[src/include/rhc_pkg.sv]
// package: constants and types for the remote host configuration port
package rhc_pkg;
  // ****************************************************************
  // config register field positions
  // ****************************************************************
  localparam int unsigned CFG_BIT_IRQ_STATUS = 7;
  localparam int unsigned CFG_BIT_STEP       = 6;
  localparam int unsigned CFG_BIT_FAST_WRITE = 5;
  localparam int unsigned CFG_BIT_LATCH_RD   = 4;
  localparam int unsigned CFG_BIT_LATCH_WR   = 3;
  localparam int unsigned CFG_BIT_RUN        = 2;
  localparam int unsigned CFG_BIT_MSEL_HI    = 1;
  localparam int unsigned CFG_BIT_MSEL_LO    = 0;
  // ****************************************************************
  // reset values and encodings
  // ****************************************************************
  localparam logic [1:0] MSEL_DATA_MEM  = 2'h0;
  localparam logic [1:0] MSEL_INSTR_MEM = 2'h1;
  localparam logic [1:0] MSEL_PC_LOW    = 2'h2;
  localparam logic [1:0] MSEL_PC_HIGH   = 2'h3;
  localparam logic [1:0] MSEL_RESET     = MSEL_INSTR_MEM;
  localparam logic [15:0] PC_RESET      = 16'h0000;
  localparam int unsigned PC_WIDTH      = 16;
  localparam int unsigned STEP_CYCLES   = 4;
  typedef enum logic [1:0] {WR_SLOW_BUF, WR_FAST_BUF, WR_LATCHED} rhc_wmode_e;
  typedef enum logic [1:0] {RUN_IDLE, RUN_EXEC, RUN_STEP} rhc_run_e;
endpackage

[src/logic/rhc_port.sv]
// remote host configuration port top
//
// Notes on behaviour
// - the config register is reached only by the host with command strobe and access enable high and lock low.
// - the irq status bit reads the current value of interrupt mask bit three.
// - with the irq line as output, a host write of one to the status bit toggles that output.
// - a one written to step with run low executes exactly the current instruction and advances the counter.
// - with latched write low, fast write high picks fast buffered writes, low picks slow buffered writes.
// - latched read high picks latched reads, low picks buffered reads.
// - latched write high picks latched writes, low picks buffered writes with speed from fast write.
// - setting run starts at the current counter; clearing it finishes the instruction then idles.
// - after reset step, fast and latched bits are low, run is low unless a stand-alone start is sampled, and memory select points at instruction memory.
// - read strobe, write strobe and reset together with access enable low make the processor come out running.
// - memory select routes accesses: 00 data, 01 instruction, 10 counter low, 11 counter high.
// - every remote access uses the same mode bits whatever the target.
// - on simultaneous data requests the processor wins first, then grants alternate unless locked.
`timescale 1ns/1ps
module rhc_port (
  input  wire logic                 CLOCK_I,
  input  wire logic                 RESET_N_I,
  input  wire logic                 CMD_I,
  input  wire logic                 REMOTE_ACCESS_ENABLE_N_I,
  input  wire logic                 REMOTE_READ_STROBE_N_I,
  input  wire logic                 REMOTE_WRITE_STROBE_N_I,
  input  wire logic [7:0]           HOST_DATA_I,
  output logic      [7:0]           HOST_DATA_O,
  output logic                      HOST_DATA_OE_N_O,
  input  wire logic                 LOCAL_ONLY_REMOTE_LOCK_I,
  input  wire logic                 CPU_LOCK_I,
  input  wire logic                 INTERRUPT_MASK_THREE_I,
  input  wire logic                 BIDIR_IRQ_IS_OUTPUT_I,
  output logic                      IRQ_TOGGLE_O,
  input  wire logic                 INSTR_DONE_I,
  output logic                      CPU_RUN_O,
  output logic [rhc_pkg::PC_WIDTH-1:0] PC_O,
  input  wire logic                 PC_ADVANCE_I,
  input  wire logic                 CPU_DMEM_REQ_I,
  input  wire logic                 CYCLE_END_I,
  output logic                      CPU_DMEM_GRANT_O,
  output logic                      HOST_DMEM_GRANT_O,
  output logic                      SEL_DATA_MEM_O,
  output logic                      SEL_INSTR_MEM_O,
  output logic                      SEL_PC_LOW_O,
  output logic                      SEL_PC_HIGH_O,
  output logic                      LATCHED_READ_O,
  output rhc_pkg::rhc_wmode_e       WRITE_MODE_O
);
  import rhc_pkg::*;

  // ****************************************************************
  // state
  // ****************************************************************
  typedef struct packed {
    logic [2:0]          rae_sync;
    logic [2:0]          rd_sync;
    logic [2:0]          wr_sync;
    logic [2:0]          cmd_sync;
    logic [15:0]         din_sync;
    logic                step;
    logic                fast_write;
    logic                latched_read;
    logic                latched_write;
    logic                run_control;
    logic [1:0]          msel;
    logic                in_reset;
    logic                standalone;
    rhc_run_e            run_state;
    logic [PC_WIDTH-1:0] pc;
    logic [7:0]          rdata;
    logic                rd_active;
    logic                irq_toggle;
  } rhc_port_s;
  rhc_port_s st_reg;
  rhc_port_s st_next;

  logic rae_n;
  logic rd_n;
  logic wr_n;
  logic cmd;
  logic cfg_access;
  logic wr_edge;
  logic rd_edge;
  logic host_dmem_req;
  logic [7:0] cfg_read;
  logic [7:0] din;

  // second stages only; bit 0 is the first synchroniser stage
  assign rae_n = st_reg.rae_sync[1];
  assign rd_n  = st_reg.rd_sync[1];
  assign wr_n  = st_reg.wr_sync[1];
  assign cmd   = st_reg.cmd_sync[1];
  // host data passes two stages like the strobes
  assign din   = st_reg.din_sync[15:8];
  assign wr_edge = !st_reg.wr_sync[1] && st_reg.wr_sync[2];
  assign rd_edge = !st_reg.rd_sync[1] && st_reg.rd_sync[2];

  assign cfg_access = cmd && !rae_n && !LOCAL_ONLY_REMOTE_LOCK_I;

  // status bit mirrors mask bit three
  always_comb begin
    cfg_read = {INTERRUPT_MASK_THREE_I, st_reg.step, st_reg.fast_write, st_reg.latched_read,
                st_reg.latched_write, st_reg.run_control, st_reg.msel};
  end

  // ****************************************************************
  // next state
  // ****************************************************************
  always_comb begin
    st_next = st_reg;
    st_next.rae_sync = {st_reg.rae_sync[1:0], REMOTE_ACCESS_ENABLE_N_I};
    st_next.rd_sync  = {st_reg.rd_sync[1:0], REMOTE_READ_STROBE_N_I};
    st_next.wr_sync  = {st_reg.wr_sync[1:0], REMOTE_WRITE_STROBE_N_I};
    st_next.cmd_sync = {st_reg.cmd_sync[1:0], CMD_I};
    st_next.din_sync = {st_reg.din_sync[7:0], HOST_DATA_I};
    st_next.in_reset = 1'b0;
    st_next.rd_active = !rd_n && !rae_n;
    if (st_reg.in_reset) begin
      // stand-alone start sampled at reset release
      st_next.run_control = st_reg.standalone;
    end
    st_next.step = 1'b0;
    if (cfg_access && wr_edge) begin
      st_next.step          = din[CFG_BIT_STEP];
      st_next.fast_write    = din[CFG_BIT_FAST_WRITE];
      st_next.latched_read  = din[CFG_BIT_LATCH_RD];
      st_next.latched_write = din[CFG_BIT_LATCH_WR];
      st_next.run_control   = din[CFG_BIT_RUN];
      st_next.msel          = din[CFG_BIT_MSEL_HI:CFG_BIT_MSEL_LO];
      // toggle irq output on write of one; ignored when line is input
      if (din[CFG_BIT_IRQ_STATUS] && BIDIR_IRQ_IS_OUTPUT_I) begin
        st_next.irq_toggle = !st_reg.irq_toggle;
      end
    end
    // host writes to counter bytes, only when idle
    if (!cmd && !rae_n && wr_edge && st_reg.run_state == RUN_IDLE) begin
      if (st_reg.msel == MSEL_PC_LOW) begin
        st_next.pc[7:0] = din;
      end else if (st_reg.msel == MSEL_PC_HIGH) begin
        st_next.pc[PC_WIDTH-1:8] = din;
      end
    end
    if (rd_edge) begin
      if (cfg_access) begin
        st_next.rdata = cfg_read;
      end else if (st_reg.msel == MSEL_PC_LOW) begin
        st_next.rdata = st_reg.pc[7:0];
      end else begin
        st_next.rdata = st_reg.pc[PC_WIDTH-1:8];
      end
    end
    if (PC_ADVANCE_I && st_reg.run_state != RUN_IDLE) begin
      st_next.pc = st_reg.pc + 16'h0001;
    end
    // run, stop after instruction, single step
    case (st_reg.run_state)
      RUN_IDLE: begin
        if (st_reg.run_control) begin
          st_next.run_state = RUN_EXEC;
        end else if (st_reg.step) begin
          st_next.run_state = RUN_STEP;
        end
      end
      RUN_EXEC: begin
        if (!st_reg.run_control && INSTR_DONE_I) begin
          st_next.run_state = RUN_IDLE;
        end
      end
      RUN_STEP: begin
        if (INSTR_DONE_I) begin
          st_next.run_state = st_reg.run_control ? RUN_EXEC : RUN_IDLE;
        end
      end
      default: begin
        st_next.run_state = RUN_IDLE;
      end
    endcase
  end

  // ****************************************************************
  // registers
  // ****************************************************************
  always_ff @(posedge CLOCK_I) begin
    if (!RESET_N_I) begin
      st_reg            <= '0;
      st_reg.rae_sync   <= 3'h7;
      st_reg.rd_sync    <= 3'h7;
      st_reg.wr_sync    <= 3'h7;
      st_reg.msel       <= MSEL_RESET;
      st_reg.pc         <= PC_RESET;
      st_reg.in_reset   <= 1'b1;
      st_reg.run_state  <= RUN_IDLE;
      st_reg.standalone <= !st_reg.rd_sync[1] && !st_reg.wr_sync[1] && st_reg.rae_sync[1];
      st_reg.rd_sync    <= {st_reg.rd_sync[1:0], REMOTE_READ_STROBE_N_I};
      st_reg.wr_sync    <= {st_reg.wr_sync[1:0], REMOTE_WRITE_STROBE_N_I};
      st_reg.rae_sync   <= {st_reg.rae_sync[1:0], REMOTE_ACCESS_ENABLE_N_I};
    end else begin
      st_reg <= st_next;
    end
  end

  // ****************************************************************
  // outputs
  // ****************************************************************
  assign host_dmem_req = !rae_n && !cmd && (!rd_n || !wr_n) && st_reg.msel == MSEL_DATA_MEM;

  rhc_arbiter u_arb (
    .CLOCK_I      (CLOCK_I),
    .RESET_N_I    (RESET_N_I),
    .cpu_req_i    (CPU_DMEM_REQ_I),
    .host_req_i   (host_dmem_req),
    .lock_i       (LOCAL_ONLY_REMOTE_LOCK_I || CPU_LOCK_I),
    .cycle_end_i  (CYCLE_END_I),
    .cpu_grant_o  (CPU_DMEM_GRANT_O),
    .host_grant_o (HOST_DMEM_GRANT_O)
  );

  assign HOST_DATA_O      = st_reg.rdata;
  assign HOST_DATA_OE_N_O = !st_reg.rd_active;
  assign IRQ_TOGGLE_O     = st_reg.irq_toggle;
  assign CPU_RUN_O        = st_reg.run_state != RUN_IDLE;
  assign PC_O             = st_reg.pc;
  // target decode; shared mode bits for all targets
  assign SEL_DATA_MEM_O   = st_reg.msel == MSEL_DATA_MEM;
  assign SEL_INSTR_MEM_O  = st_reg.msel == MSEL_INSTR_MEM;
  assign SEL_PC_LOW_O     = st_reg.msel == MSEL_PC_LOW;
  assign SEL_PC_HIGH_O    = st_reg.msel == MSEL_PC_HIGH;
  assign LATCHED_READ_O   = st_reg.latched_read;
  assign WRITE_MODE_O     = st_reg.latched_write ? WR_LATCHED : (st_reg.fast_write ? WR_FAST_BUF : WR_SLOW_BUF);
endmodule

[src/logic/rhc_arbiter.sv]
// data memory arbiter between processor and remote host
`timescale 1ns/1ps
module rhc_arbiter (
  input  wire logic CLOCK_I,
  input  wire logic RESET_N_I,
  input  wire logic cpu_req_i,
  input  wire logic host_req_i,
  input  wire logic lock_i,
  input  wire logic cycle_end_i,
  output logic      cpu_grant_o,
  output logic      host_grant_o
);
  import rhc_pkg::*;
  typedef struct packed {
    logic host_turn;
  } rhc_arb_s;
  rhc_arb_s st_reg;
  rhc_arb_s st_next;

  always_comb begin
    st_next = st_reg;
    if (cpu_req_i && host_req_i) begin
      cpu_grant_o  = !st_reg.host_turn;
      host_grant_o = st_reg.host_turn;
    end else begin
      cpu_grant_o  = cpu_req_i;
      host_grant_o = host_req_i;
    end
    if (cycle_end_i && cpu_req_i && host_req_i && !lock_i) begin
      st_next.host_turn = !st_reg.host_turn;
    end
    if (!(cpu_req_i && host_req_i)) begin
      st_next.host_turn = 1'b0;
    end
  end

  always_ff @(posedge CLOCK_I) begin
    if (!RESET_N_I) begin
      st_reg <= '0;
    end else begin
      st_reg <= st_next;
    end
  end
endmodule

[config.mk]
export PLATFORM = sky130hd
export DESIGN_NAME = rhc_port
export DESIGN_NICKNAME = d
export VERILOG_FILES = /design/src/include/rhc_pkg.sv /design/src/logic/rhc_port.sv /design/src/logic/rhc_arbiter.sv
export SDC_FILE = /design/constraint.sdc
export NUM_CORES = 1
export LEC_CHECK = 0
export BUFFER_PORTS_ARGS = -buffer_cell sky130_fd_sc_hd__buf_2
export CORE_MARGIN = 3
export CORE_UTILIZATION = 38
export DETAILED_ROUTE_END_ITERATION = 10
export GPL_TIMING_DRIVEN = 1
export PLACE_DENSITY = 0.71
export SETUP_SLACK_MARGIN = 0.02
export SLEW_MARGIN = 20
export SYNTH_ARGS = -nofsm -noshare
export SYNTH_HDL_FRONTEND = slang
export SYNTH_SLANG_ARGS = --single-unit
export TNS_END_PERCENT = 30
[constraint.sdc]
create_clock -name CLOCK_I -period 5 [get_ports CLOCK_I]
set_clock_uncertainty 0.05 [all_clocks]
set_input_delay 0.5 -clock CLOCK_I [delete_from_list [all_inputs] [get_ports CLOCK_I]]
set_output_delay 0.5 -clock CLOCK_I [all_outputs]
set_load 0.01 [all_outputs]
==> run_results.csv, run 1 <==
group,metric,value,unit
clock_tree,postCtsHoldBufs,0,
sta,period_needed,2.01,ns
sta,fmax,0.498,GHz
global_route,grt_pass1_wl,10800,um
route,finalWirelength,6550,um
floorplan,start_util,40.4,%
cells_and_area,instances_no_fill,443,
logic_synthesis,synth_nets,341,
clock_tree,cts_max_level,3,
clock_tree,cts.path.max_buffers,2,
logic_synthesis,synth_cell_types,44,
global_route,grt_pass1_vias,2200,
sta,hold_slack,0.208,ns
route,avgRoutedWirePerCell,14.8,um
worst_setup_path,worst_ep_arrival_time,1.46,ns
cells_and_area,final_cell_mix,"dfxtp_1, buf_2, nand2_1",
cells_and_area,largest_register_ffs,16,
global_route,grt_max_degree,32,
worst_setup_path,path_cells,"nand2b_1, inv_1, buf_2",
worst_setup_path,path_class,"flop to output port",
pwr,ir_drop,0.189,mV
global_route,overflow,0,
sta,finalCritPeriodShare,40.2,%
floorplan,fp.dieArea,8490,um2
logic_synthesis,ys_async_sr_fraction,0,%
cells_and_area,fillers,718,
worst_setup_path,path_delay_family,"simple AND/OR/NAND/NOR gates",
clock_tree,root_buffer,"clkbuf_8",
logic_synthesis,yosysSeqAreaShare,45.8,%
logic_synthesis,synth.ff_latch_count,64,
worst_setup_path,crit_buf_inv,2,
worst_setup_path,crit_path_top_delay_cell,"nand2b_1",
route,viasPerCell,5.15,
pwr,p_per_area,309,nW/um2
clock_tree,cts_tree,"done",
place,gp_congestion,0.910,
clock_tree,post_cts_buffers,0,
sta,slew_violations,0,
cells_and_area,syn2layout_area_growth,11.0,%
route,drc_errors,0,
floorplan,io_pins,58,
clock_tree,clock-sinks,64,
logic_synthesis,synth_ff_type,"dfxtp_1",
logic_synthesis,synth_largest_area_cell,"dfxtp_1",
logic_synthesis,ys_warn_count,0,
logic_synthesis,synth_edf_count,1,
floorplan,die_w,92.1,um
route,dr.pass1.iters,4,
clock_tree,clk_pin_slew,0.07,ns
floorplan,die_y,92.1,um
sta,setup_viol,0,
route,drtIter0Drc,132,
worst_setup_path,worstPathRequired,4.45,ns
place,dpl.hpwl,4690,um
run_status,status,"complete, no violations",
worst_hold_path,min_path_type,"primary input to flop",
logic_synthesis,synth_top_area_share,44.7,%
worst_setup_path,endpoint_kind,"output port",
place,port_buffers,57,
worst_setup_path,crit_path_start_kind,"flop",
clock_tree,cts_resized,0,
global_route,grtUsageTotal,16.1,%
logic_synthesis,syn-cell-area,2820,um2
cells_and_area,drive_above_1_share,22.2,%
clock_tree,clk_latency,0.34,ns
cells_and_area,nets,366,
sta,rsz0062_at_grt,"no",
route,vias,2283,
cells_and_area,layout_commonest_cell,"dfxtp_1",
clock_tree,cts_buffers,9,
global_route,grt_antenna_before_repair,0,
pwr,leakage,1.32,nW
job,drv_cap,0,
sta,hold_viol,0,
route,drtAntennaViolNets,0,
sta,slew-limit-headroom,32.6,%
logic_synthesis,syn_area_per_cell,8.86,um2
sta,worstMarginPinSlew,1.01,ns
floorplan,fp-row-count,30,
place,post-place-cells,428,
worst_setup_path,crit_fanout,9,
logic_synthesis,postSynthCellCount,318,
cells_and_area,num_antenna_cells,0,
worst_setup_path,slowest_delay,0.46,ns
floorplan,coreArea,6980,um2
sta,setup_tns,0,ns
logic_synthesis,netlist_top_cells_area,"dfxtp_1, buf_4, and2_1",
worst paths after layout:
check,slack (ns),endpoint,startpoint,cells past startpoint
worst max-delay path,2.99,SEL_PC_LOW_O,cfg_read[0]$_SDFFE_PN1P_,3
worst min-delay path,0.21,st_next[63]$_DFF_P_,REMOTE_ACCESS_ENABLE_N_I,1
worst max register to register,3.00,PC_O[5]$_SDFFE_PN0P_,rae_n$_DFF_P_,4
worst min register to register,0.28,rae_n$_DFF_P_,st_next[63]$_DFF_P_,0
cell families after synthesis:
logic type	Yosys count	synth area share, %
buffers and inverters	54	11.0
AOI/OAI and AO/OA	66	15.2
DFF	64	45.8
xor gates and xnor gates	5	1.55
muxes	10	3.55
adders and majority gates	1	0.444
and+or+nand+nor	118	22.5
layout make-up:
class                      count  area [um2]  share of cell area [%]
tap                           96         120                    3.84
inverter                      11        41.3                    1.32
sequential                    64        1290                    41.3
multi-input combinational    200        1220                    39.0
clock inverter                 4        30.0                   0.960
clock buffer                  11         141                    4.52
timing repair buffer          57         285                    9.12
per-layer routing:
| metal | wire length (um) | share of wire, % | track usage [%] | vias up |
|---|---|---|---|---|
| met5 | 0 | 0 | 0 | - |
| met4 | 82 | 1.3 | 5.32 | 0 |
| met3 | 507 | 7.7 | 5.33 | 10 |
| met2 | 2940 | 45 | 25.4 | 82 |
| met1 | 3030 | 46 | 20.7 | 1057 |
| li1 | - | - | - | 1134 |
worst reg2reg max path, cell delays in order (launching register included):
cell and delay, ns:
dfxtp_1 0.36, or4b_4 0.58, or3_1 0.51, o21ai_0 0.31, a21oi_1 0.07
stage by stage:
step | worst slack (ns) | util (%) | area, um2 | total power, W
2_1_floorplan | 3.26 | - | 2820 | 0.000576
3_3_place_gp | 3.03 | 42.3 | 2960 | 0.000592
3_5_place_dp | 3.01 | 42.3 | 2960 | 0.000594
4_1_cts | 2.98 | 44.8 | 3130 | 0.000978
5_1_grt | 2.81 | 44.8 | 3130 | 0.00101
6_report | 2.99 | 44.8 | 3130 | 0.000966
power breakdown:
| part | leakage (nW) | switching [W] | internal, W |
|---|---|---|---|
| Clock | 0.0820 | 0.000193 | 0.000192 |
| Sequential | 0.526 | 0.0000108 | 0.000526 |
| Combinational | 0.711 | 0.0000253 | 0.0000199 |
cells in the mapped netlist (2+ instances only):
master,instances
a2bb2oi_1,4
o311ai_0,2
and2_1,20
dfxtp_1,63
nor3b_1,3
nand2_1,28
nor2_1,18
nor3_1,4
o21ai_0,8
inv_1,11
o211ai_1,2
or3_1,4
nand4_1,8
clkbuf_1,13
or4_1,2
nand2b_1,2
and3_1,2
mux2i_1,10
buf_4,25
a211oi_1,4
o22ai_1,4
nand3_1,15
a211o_1,6
and4_1,3
a31oi_1,7
a21oi_1,22
xnor2_1,3
o21a_1,2
xor2_1,2
buf_2,4
nor2b_1,4
Power figures use the tool's default switching activity.
==> run 2: changes to the inputs <==
--- a/config.mk
+++ b/config.mk
@@ -10,7 +10,7 @@
 export CORE_UTILIZATION = 38
 export DETAILED_ROUTE_END_ITERATION = 10
 export GPL_TIMING_DRIVEN = 1
-export PLACE_DENSITY = 0.71
+export PLACE_DENSITY = 0.73
 export SETUP_SLACK_MARGIN = 0.02
 export SLEW_MARGIN = 20
 export SYNTH_ARGS = -nofsm -noshare
==> constraint.sdc (replaced) <==
create_clock -name CLOCK_I -period 1.75 [get_ports CLOCK_I]
set_clock_uncertainty 0.05 [all_clocks]
set_input_delay 0.175 -clock CLOCK_I [delete_from_list [all_inputs] [get_ports CLOCK_I]]
set_output_delay 0.175 -clock CLOCK_I [all_outputs]
set_load 0.01 [all_outputs]
==> run 2 against run 1 <==
Net effect:
- critical path depth rose by 1
- global-route usage rose by 1.4 points
- cell area increased by 13%
- utilization up 5.8 points
- non-clock buffer count rose by 44
- via count is 8.3% higher
- die area unchanged
- worst setup slack worse by 3.0 ns
- sequential power grew to 2.9 times the previous value
- sequential cell count unchanged
- sequential share of layout area down 4.7 points
- critical endpoint is now PC_O[14]$_SDFFE_PN0P_
==> run_results.csv, run 2 (synthesized netlist as in run 1, its figures left out) <==
group,metric,value,unit
run_status,status,"complete, no violations",
pwr,leakage,1.55,nW
cells_and_area,layout_commonest_cell,"dfxtp_1",
sta,setup_viol,0,
pwr,ir_drop,0.744,mV
sta,rsz0062_at_grt,"yes",
floorplan,fp-row-count,30,
global_route,grt_antenna_before_repair,0,
pwr,clockPowerShare,39.8,%
cells_and_area,instances_no_fill,488,
global_route,grt_max_degree,28,
worst_hold_path,min_path_type,"primary input to flop",
clock_tree,clk_latency,0.35,ns
clock_tree,post_cts_buffers,0,
global_route,overflow,0,
cells_and_area,utilization,50.6,%
place,post-place-cells,460,
floorplan,die_w,92.1,um
route,viasPerCell,5.07,
pwr,swShare,24.4,%
worst_setup_path,worstPathRequired,1.92,ns
cells_and_area,syn2layout_area_growth,25.3,%
place,port_buffers,57,
route,vias,2472,
cells_and_area,largest_register_ffs,16,
route,dr.pass1.iters,4,
worst_setup_path,crit_path_top_delay_cell,"or4b_4",
global_route,grt_pass1_vias,2442,
pwr,p_int,0.00215,W
global_route,grt_pass1_wl,11600,um
worst_setup_path,crit_fanout,8,
clock_tree,cts_max_level,3,
clock_tree,clock-sinks,64,
clock_tree,cts_tree,"done",
worst_setup_path,path_cells,"or4b_4, or3_4, mux2i_1, o22ai_1",
worst_setup_path,slowest_delay,0.56,ns
cells_and_area,drive_above_1_share,30.1,%
place,dpl.hpwl,5050,um
floorplan,die_y,92.1,um
sta,finalCritPeriodShare,99.8,%
worst_setup_path,endpoint_kind,"flop",
floorplan,fp.dieArea,8490,um2
clock_tree,clk_pin_slew,0.07,ns
clock_tree,root_buffer,"clkbuf_8",
worst_setup_path,crit_path_start_kind,"flop",
sta,hold_viol,0,
cells_and_area,num_antenna_cells,0,
pwr,switchingPower,0.000695,W
cells_and_area,final_cell_mix,"dfxtp_1, buf_2, buf_4",
floorplan,start_util,40.4,%
place,gp_congestion,0.879,
sta,fmax,0.573,GHz
sta,period_needed,1.75,ns
cells_and_area,nets,410,
pwr,p_per_area,805,nW/um2
route,drtIter0Drc,217,
global_route,grtUsageTotal,17.6,%
clock_tree,cts.path.max_buffers,2,
route,finalWirelength,6990,um
floorplan,io_pins,58,
cells_and_area,fillers,701,
job,drv_cap,0,
sta,slew_violations,0,
sta,slew-limit-headroom,66.6,%
worst_setup_path,path_class,"flop to flop",
pwr,pwr-share-comb,6.4,%
clock_tree,cts_buffers,9,
route,avgRoutedWirePerCell,14.3,um
sta,worstMarginPinSlew,0.501,ns
route,drc_errors,0,
floorplan,coreArea,6980,um2
pwr,pwr-share-seq,53.7,%
route,drtAntennaViolNets,0,
sta,hold_slack,0.0318,ns
worst_setup_path,worst_ep_arrival_time,1.92,ns
run 2: what timing repair did:
action                                  in CTS  in global routing
endpoints found under the hold margin       12                  0
endpoints found under the setup margin      17                 17
gates resized for setup                      6                  5
pin swaps                                    0                  4
hold buffers                                12                  0
run 2: worst paths after layout:
| kind | to | from | cells after the start | slack [ns] |
|---|---|---|---|---|
| worst min register to register | rd_n$_DFF_P_ | st_next[60]$_DFF_P_ | 0 | 0.28 |
| worst max register to register | PC_O[14]$_SDFFE_PN0P_ | rae_n$_DFF_P_ | 4 | 0.004 |
| worst min-delay path | u_arb.st_reg$_SDFFE_PN0P_ | CPU_DMEM_REQ_I | 3 | 0.03 |
| worst max-delay path | PC_O[14]$_SDFFE_PN0P_ | rae_n$_DFF_P_ | 4 | 0.004 |
run 2: power groups by stage:
| stage | registers [W] | logic [W] | clock network [W] |
|---|---|---|---|
| after floorplan | 0.00155 | 0.0000921 | 0 |
| after global placement | 0.00156 | 0.000154 | 0 |
| after detailed placement | 0.00156 | 0.000158 | 0 |
| after CTS | 0.00153 | 0.000181 | 0.00116 |
| after global routing | 0.00153 | 0.000204 | 0.00122 |
| final | 0.00153 | 0.000183 | 0.00113 |
run 2: critical path: cells and delay by family, from the launching register on:
family,cells,cell delay [ns]
multiplexers,1,0.18
flip-flops,1,0.33
AO/OA/AOI/OAI,1,0.10
AND/OR/NAND/NOR,2,0.97
run 2: through the flow:
stage	TNS (ns)	setup WS [ns]	instance area, um2	total power [W]
finish	0	0.00381	3530	0.00284
global route	-0.325	-0.0671	3530	0.00296
CTS	0	0.00734	3520	0.00287
detailed placement	-0.573	-0.104	3200	0.00172
global placement	-0.250	-0.0534	3200	0.00171
floorplan	0	0.0125	2820	0.00165
run 2: cell type report:
class	instances	area (um2)	area share [%]
well taps	96	120	3.40
clock inverters	6	43.8	1.24
multi-input cells	200	1250	35.4
clock buffers	10	138	3.90
repair buffers	101	646	18.3
inverters	11	41.3	1.17
flip-flops and latches	64	1290	36.6
run 2: routing by layer:
layer | GRT usage, % | share of wire, % | routed length, um
met1 | 20.8 | 42 | 2960
met2 | 28.8 | 48 | 3340
met3 | 6.97 | 8.0 | 561
met4 | 6.19 | 1.9 | 133
met5 | 0 | 0 | 0
